### src/include/irq_status_defines.vh
// Offsets, bit positions and masks of the interrupt status word
`ifndef IRQ_STATUS_DEFINES_VH
`define IRQ_STATUS_DEFINES_VH
`define STATUS_OFFSET     12'h058
`define ENABLE_OFFSET     12'h05c
`define BIT_SOFTWARE      31
`define BIT_READY         30
`define BIT_TIMESTAMP     29
`define BIT_SWITCH        28
`define BIT_PHY2          27
`define BIT_PHY1          26
`define BIT_TX_HALT       25
`define BIT_RX_HALT       24
`define BIT_DROP_MID      23
`define BIT_BUF_DONE      21
`define BIT_DMA_DONE      20
`define BIT_TIMER_WRAP    19
`define BIT_POWER         17
`define BIT_TXS_OVF       16
`define BIT_OVERSIZE      15
`define LATCH_MASK        32'hc3bb8000
`define LEVEL_MASK        32'h3c000000
`define OWNED_MASK        32'hffff8000
`define STATUS_RESET      32'h00000000
`define ENABLE_RESET      32'h00000000
`endif

### src/hdl/interrupt_status_aggregator.v
// Top-level interrupt status word (bits 31..15) with its enable word on APB
`timescale 1ns/1ps
`default_nettype none
`include "irq_status_defines.vh"
module interrupt_status_aggregator #(
   parameter ADDR_WIDTH = 12
) (
   input  wire                  mclk,
   input  wire                  nrst,
   input  wire                  clkEn,
   input  wire                  psel,
   input  wire                  penable,
   input  wire                  pwrite,
   input  wire [ADDR_WIDTH-1:0] paddr,
   input  wire [31:0]           pwdata,
   input  wire [3:0]            pstrb,
   output reg  [31:0]           prdata,
   output wire                  pready,
   output wire                  pslverr,
   input  wire                  deviceReady,
   input  wire                  timestampUnitEvent,
   input  wire                  switchEvent,
   input  wire                  secondPhyEvent,
   input  wire                  firstPhyEvent,
   input  wire                  txStopRequest,
   input  wire                  txHalted,
   input  wire                  rxHalted,
   input  wire                  dropCounterMsb,
   input  wire                  bufferCompletePulse,
   input  wire                  dmaCountDonePulse,
   input  wire                  timerWrapPulse,
   input  wire                  powerEventPulse,
   input  wire                  powerControlPending,
   input  wire                  txStatusOverflowPulse,
   input  wire                  oversizeRxPulse,
   output wire [31:0]           statusWord,
   output wire [31:0]           enableWord,
   output wire                  masterIrq,
   output wire                  powerIrq
);

   // Register addresses and bit groups, sized to the buses they meet
   localparam [ADDR_WIDTH-1:0] STATUS_ADDR = `STATUS_OFFSET;
   localparam [ADDR_WIDTH-1:0] ENABLE_ADDR = `ENABLE_OFFSET;
   localparam [31:0]           LATCH_BITS  = `LATCH_MASK;
   localparam [31:0]           LEVEL_BITS  = `LEVEL_MASK;
   localparam [31:0]           OWNED_BITS  = `OWNED_MASK;
   localparam [31:0]           STATUS_INIT = `STATUS_RESET;
   localparam [31:0]           ENABLE_INIT = `ENABLE_RESET;

   // Bus decode
   wire                        busSetup;
   wire                        busAccess;
   wire                        hitStatus;
   wire                        hitEnable;
   wire                        statusWrite;
   wire                        enableWrite;
   wire                        readSetup;
   wire [31:0]                 laneMask;
   wire [31:0]                 writeOnes;

   // Event detection
   wire                        readyRise;
   wire                        dropRise;
   wire                        txStopped;
   wire                        powerAckOk;
   wire [31:0]                 levelVec;
   reg  [31:0]                 setVec;
   reg  [31:0]                 ackVec;

   // State and next-state values
   wire [31:0]                 status_next;
   reg  [31:0]                 status_reg;
   reg  [31:0]                 enable_reg;
   reg  [31:0]                 enable_next;
   reg                         dropMsb_reg;
   reg                         dropMsb_next;
   reg                         readySeen_reg;
   reg                         readySeen_next;
   reg  [31:0]                 prdata_next;

   // Sources are assumed synchronous to mclk, so no synchronisers sit on them
   // Every access completes with no wait states and no error
   assign pready  = 1'b1;
   assign pslverr = 1'b0;

   assign busSetup    = psel & ~penable & clkEn;
   assign busAccess   = psel & penable & clkEn;
   assign hitStatus   = (paddr == STATUS_ADDR);
   assign hitEnable   = (paddr == ENABLE_ADDR);
   assign statusWrite = busAccess & pwrite & hitStatus;
   assign enableWrite = busAccess & pwrite & hitEnable;
   assign readSetup   = busSetup & ~pwrite;

   // Byte strobes gate which lanes a write may touch
   genvar lane;
   generate
      for (lane = 0; lane < 4; lane = lane + 1) begin : gLane
         assign laneMask[lane*8 +: 8] = {8{pstrb[lane]}};
      end
   endgenerate

   assign writeOnes = statusWrite ? (pwdata & laneMask) : 32'h00000000;

   // Ready flags once per reset, not every cycle the device stays ready
   assign readyRise  = deviceReady & ~readySeen_reg;
   // Only the zero-to-one step of the counter's top bit counts as the midpoint
   assign dropRise   = dropCounterMsb & ~dropMsb_reg;
   // A halt without a stop request is not reported
   assign txStopped  = txStopRequest & txHalted;
   // Power flag refuses the acknowledge while control bits are still pending
   assign powerAckOk = ~powerControlPending;

   // Mirrored sources: pending events owned elsewhere, shown live
   assign levelVec = ({31'h0, timestampUnitEvent} << `BIT_TIMESTAMP)
                   | ({31'h0, switchEvent} << `BIT_SWITCH)
                   | ({31'h0, secondPhyEvent} << `BIT_PHY2)
                   | ({31'h0, firstPhyEvent} << `BIT_PHY1);

   always @* begin
      setVec                  = 32'h00000000;
      setVec[`BIT_SOFTWARE]   = enable_reg[`BIT_SOFTWARE];
      setVec[`BIT_READY]      = readyRise;
      setVec[`BIT_TX_HALT]    = txStopped;
      setVec[`BIT_RX_HALT]    = rxHalted;
      setVec[`BIT_DROP_MID]   = dropRise;
      setVec[`BIT_BUF_DONE]   = bufferCompletePulse;
      setVec[`BIT_DMA_DONE]   = dmaCountDonePulse;
      setVec[`BIT_TIMER_WRAP] = timerWrapPulse;
      setVec[`BIT_POWER]      = powerEventPulse;
      setVec[`BIT_TXS_OVF]    = txStatusOverflowPulse;
      setVec[`BIT_OVERSIZE]   = oversizeRxPulse;
   end

   always @* begin
      // Only ones written clear; zeros and non-latched positions are ignored
      ackVec = writeOnes & LATCH_BITS;
      if (!powerAckOk) begin
         ackVec[`BIT_POWER] = 1'b0;
      end
   end

   genvar bitIdx;
   generate
      for (bitIdx = 0; bitIdx < 32; bitIdx = bitIdx + 1) begin : gStatus
         if (LEVEL_BITS[bitIdx]) begin : gLevel
            // Live copy of the source; writes have no effect
            assign status_next[bitIdx] = levelVec[bitIdx];
         end else if (LATCH_BITS[bitIdx]) begin : gLatched
            // Set beats a same-cycle acknowledge so no event is lost
            assign status_next[bitIdx] = setVec[bitIdx]
                                       | (status_reg[bitIdx] & ~ackVec[bitIdx]);
         end else begin : gReserved
            assign status_next[bitIdx] = 1'b0;
         end
      end
   endgenerate

   always @* begin
      enable_next = enable_reg;
      if (enableWrite) begin
         enable_next = (enable_reg & ~laneMask) | (pwdata & laneMask);
      end
      // Only bits 31..15 belong to this block
      enable_next = enable_next & OWNED_BITS;
   end

   always @* begin
      dropMsb_next   = dropCounterMsb;
      readySeen_next = readySeen_reg | deviceReady;
   end

   // Read data is taken at the setup edge and then stands through the access phase
   always @* begin
      prdata_next = prdata;
      if (readSetup) begin
         if (hitStatus) begin
            prdata_next = status_next & OWNED_BITS;
         end else if (hitEnable) begin
            prdata_next = enable_next;
         end else begin
            prdata_next = 32'h00000000;
         end
      end
   end

   always @(posedge mclk or negedge nrst) begin
      if (!nrst) begin
         status_reg <= STATUS_INIT;
      end else if (clkEn) begin
         status_reg <= status_next;
      end
   end

   always @(posedge mclk or negedge nrst) begin
      if (!nrst) begin
         enable_reg <= ENABLE_INIT;
      end else if (clkEn) begin
         enable_reg <= enable_next;
      end
   end

   always @(posedge mclk or negedge nrst) begin
      if (!nrst) begin
         dropMsb_reg <= 1'b0;
      end else if (clkEn) begin
         dropMsb_reg <= dropMsb_next;
      end
   end

   always @(posedge mclk or negedge nrst) begin
      if (!nrst) begin
         readySeen_reg <= 1'b0;
      end else if (clkEn) begin
         readySeen_reg <= readySeen_next;
      end
   end

   always @(posedge mclk or negedge nrst) begin
      if (!nrst) begin
         prdata <= 32'h00000000;
      end else if (clkEn) begin
         prdata <= prdata_next;
      end
   end

   assign statusWord = status_reg;
   assign enableWord = enable_reg;
   // Independent of pin enable and de-assertion interval
   assign masterIrq  = |(status_reg & enable_reg & OWNED_BITS);
   // Raw power interrupt for the pin stage, never held back by the interval
   assign powerIrq   = status_reg[`BIT_POWER] & enable_reg[`BIT_POWER];

endmodule
`default_nettype wire

### config.mk
export PLATFORM = sky130hd
export DESIGN_NAME = interrupt_status_aggregator
export DESIGN_NICKNAME = d
export VERILOG_FILES = /design/src/hdl/interrupt_status_aggregator.v
export VERILOG_INCLUDE_DIRS = /design/src /design/src/include
export SDC_FILE = /design/constraint.sdc
export NUM_CORES = 1
export LEC_CHECK = 0
export BUFFER_PORTS_ARGS = -buffer_cell sky130_fd_sc_hd__buf_2
export CAP_MARGIN = 20
export CORE_ASPECT_RATIO = 1.75
export CORE_MARGIN = 2
export CORE_UTILIZATION = 44
export CTS_CLUSTER_DIAMETER = 200
export DETAILED_ROUTE_END_ITERATION = 10
export GPL_TIMING_DRIVEN = 0
export PLACE_DENSITY = 0.89
export SLEW_MARGIN = 20
export SYNTH_ARGS = -nofsm -noshare
export SYNTH_HDL_FRONTEND = slang
export SYNTH_SLANG_ARGS = --single-unit
### constraint.sdc
create_clock -name mclk -period 1.25 [get_ports mclk]
set_clock_uncertainty 0.1 [all_clocks]
set_input_delay 0.0625 -clock mclk [delete_from_list [all_inputs] [get_ports mclk]]
set_output_delay 0.0625 -clock mclk [all_outputs]
set_load 0.005 [all_outputs]
==> impl_metrics.env <==
export IMPL_fp_row_count=39
export IMPL_r2r_end="prdata[16]"
export IMPL_cts_path_max_buffers=2
export IMPL_dp_cells=519
export IMPL_synth_area_leader_cell="dfrtp_1"
export IMPL_met3_usage_pct=6.71
export IMPL_drtIter0Drc=169
export IMPL_drc=0
export IMPL_period_needed_ps=1780
export IMPL_grt_busiest_layer="met2"
export IMPL_use_met1_pct=30.6
export IMPL_p_leak_nw=2.41
export IMPL_grt_usage_pct=29.4
export IMPL_num_vias=3200
export IMPL_maxSlewViolCount=0
export IMPL_diodes=0
export IMPL_hold_violations=0
export IMPL_fin_total_pwr_mw=3.64
export IMPL_antenna_found_initial=0
export IMPL_numCtsBuffers=5
export IMPL_routed_wl_um=11000
export IMPL_drive_gt1_share_pct=52.4
export IMPL_die_area_sq_um=7400
export IMPL_cp_start_kind="register"
export IMPL_hp_class="in -> reg"
export IMPL_synthArstFlopShare_pct=100
export IMPL_die_h_um=112
export IMPL_grt_overflow=0
export IMPL_synth_seq_area_share_pct=43.3
export IMPL_setup_violations_final=39
export IMPL_holdPathStages=3
export IMPL_setup_ws_ps=-534
export IMPL_crit_path_max_fanout=3
export IMPL_outcome="finished with violations"
export IMPL_ios=170
export IMPL_start_util_pct=45.4
export IMPL_fmaxAchievable_ghz=0.560
export IMPL_syn_inst=287
export IMPL_critPathCaptureType="primary output"
export IMPL_netlist_area_sq_um=2950
export IMPL_syn2layout_area_growth_pct=63.3
export IMPL_routabilityCongestion=0.865
export IMPL_grt_max_degree=52
export IMPL_failed_checks="setup timing"
export IMPL_crit_type="reg -> out"
export IMPL_hpwlAfterDp_um=6890
export IMPL_reg2reg_slack_ps=-40
export IMPL_grt_pass1_wl_um=16200
export IMPL_synth_area_top_cells="dfrtp_1 43%, buf_4 13%, mux2_2 8.0%"
export IMPL_rsz0062_at_grt="yes"
export IMPL_min_delay_start="pwdata[17]"
export IMPL_ant_nets=0
export IMPL_worst_skew_pair_late_latency_ps=290
export IMPL_hold_end="prdata[17]"
export IMPL_clk_pin_slew_worst_paths_ps=70
export IMPL_wl_per_cell_um=19.1
export IMPL_htree_levels=2
export IMPL_critical_path_slowest_cell="dfrtp_1"
export IMPL_cp_required_ps=1090
export IMPL_synth_edf_count=0
export IMPL_fin_nets=567
export IMPL_cts_tree="built"
export IMPL_reg2regPathDepth=3
export IMPL_crit_chain="a22oi_2 -> nand2_2 -> a2111oi_4 -> nand4_1 -> buf_2"
export IMPL_stdcell_count=578
export IMPL_die_w_um=65.9
export IMPL_grt_pass1_vias=3217
export IMPL_max_cap_viol_count=0
export IMPL_drt_first_pass_iters=4
export IMPL_crit_family="compound AO/OA/AOI/OAI gates"
export IMPL_cts_root_buffer="clkbuf_16"
export IMPL_timing_rr_start="statusWord[16]"
export IMPL_worstMarginPinSlew_ps=725
export IMPL_powerDensity_nw_per_um2=756
export IMPL_avgSynthCellArea_sq_um=10.3
export IMPL_core_area_sq_um=6490
export IMPL_slew_headroom_pct=51.7
export IMPL_viasPerCell=5.54
export IMPL_synth_seq_cells=51
export IMPL_peakVddDrop_v=0.000598
export IMPL_cts_sinks=51
export IMPL_yosys_warnings=0
export IMPL_final_common_cell="buf_2"
export IMPL_critPathBufInv=1
export IMPL_ys_flop_type="dfrtp_1"
export IMPL_synth_top_cell_area_share_pct=43.3
export IMPL_ys_types=43
export IMPL_numPortBuffers=103
export IMPL_layout_common_cells="97 x buf_2, 60 x buf_4, 51 x dfrtp_1, 49 x conb_1, 34 x dlygate4sd3_1"
export IMPL_fin_crit_sh_pct=143
export IMPL_slowest_delay_ps=410
export IMPL_crit_arrival_ps=1620
export IMPL_grt_use_met2_pct=49.7
==> cells by family (layout without fill, tap and decap cells) <==
| logic type | count (synthesis) | in the layout | synth area share, % |
|---|---|---|---|
| AOI/OAI and AO/OA | 74 | 74 | 15.9 |
| buffers and inverters | 64 | 226 | 14.6 |
| and+or+nand+nor | 63 | 63 | 13.8 |
| DFF | 51 | 51 | 43.3 |
| muxes | 33 | 33 | 12.1 |
| other | 2 | 49 | 0.255 |
==> report_power, final <==
group | switching, mW | total [mW] | internal [mW] | leakage, nW
combinational | 0.291 | 0.617 | 0.325 | 1.71
sequential | 0.0228 | 1.69 | 1.67 | 0.646
clock | 0.609 | 1.33 | 0.721 | 0.0618
total | 0.924 | 3.64 | 2.72 | 2.41
==> layout make-up <==
cell class,count,area (sq um)
inverters,4,15.0
fillers,437,1680
clock inverters,1,7.51
well taps,82,103
multi-input cells,219,1750
repair buffers,156,1090
flip-flops and latches,51,1280
plain buffers,60,445
clock buffers,5,125
==> routing by layer <==
metal,up-vias,part of all wire [%]
met4,0,6.7
li1,1383,-
met5,-,0
met1,1513,33
met2,240,52
met3,64,7.9
==> Yosys cell counts, types with 4 or more instances <==
master and n:
clkbuf_1 7, mux2_2 21, mux2i_1 12, a22o_1 6, a22oi_1 18, a31oi_1 7
inv_1 4, or3_1 8, nor2_1 5, dfrtp_1 51, nand3_1 5, buf_4 50
or2_2 4, nand2_1 14, a21oi_1 31, nand4_1 4
==> per-stage QoR <==
stage	instance area (sq um)	setup slack [ps]	TNS [ps]	utilization, %	hold WS [ps]
after floorplan	3240	-280	-7620	-	-333
after global placement	3860	-650	-22640	59.5	171
after detailed placement	3860	-766	-24130	59.5	182
after CTS	4660	-481	-3500	71.8	-80.5
after global routing	4810	-584	-6960	74.2	79.4
final	4810	-534	-4840	74.2	55.6
==> worst max-delay path by stage <==
| stage | startpoint | endpoint | slack (ps) | cells past startpoint |
|---|---|---|---|---|
| detailed placement | paddr[8] | prdata[20] | -770 | 6 |
| finish | statusWord[15] | masterIrq | -530 | 5 |
| floorplan | paddr[7] | prdata[15] | -280 | 4 |
| global route | enableWord[23] | masterIrq | -580 | 4 |
| global placement | paddr[8] | prdata[20] | -650 | 6 |
| CTS | enableWord[23] | masterIrq | -480 | 4 |
==> worst reg2reg max path, cell delays in order (launching register included) <==
cell and delay, ps:
dfrtp_1 420, or3_1 380, a22oi_2 210, a21oi_2 60
==> timing repair <==
action / 4_1_cts / 5_1_grt
gates cloned: 2 / 0
setup endpoints to repair: 40 / 46
hold buffers: 33 / 1
endpoints found under the hold margin: 87 / 51
gates resized for setup: 50 / 28
setup buffers: 12 / 5
pin swaps: 14 / 16
No activity file was read; power rests on OpenSTA's default activity.
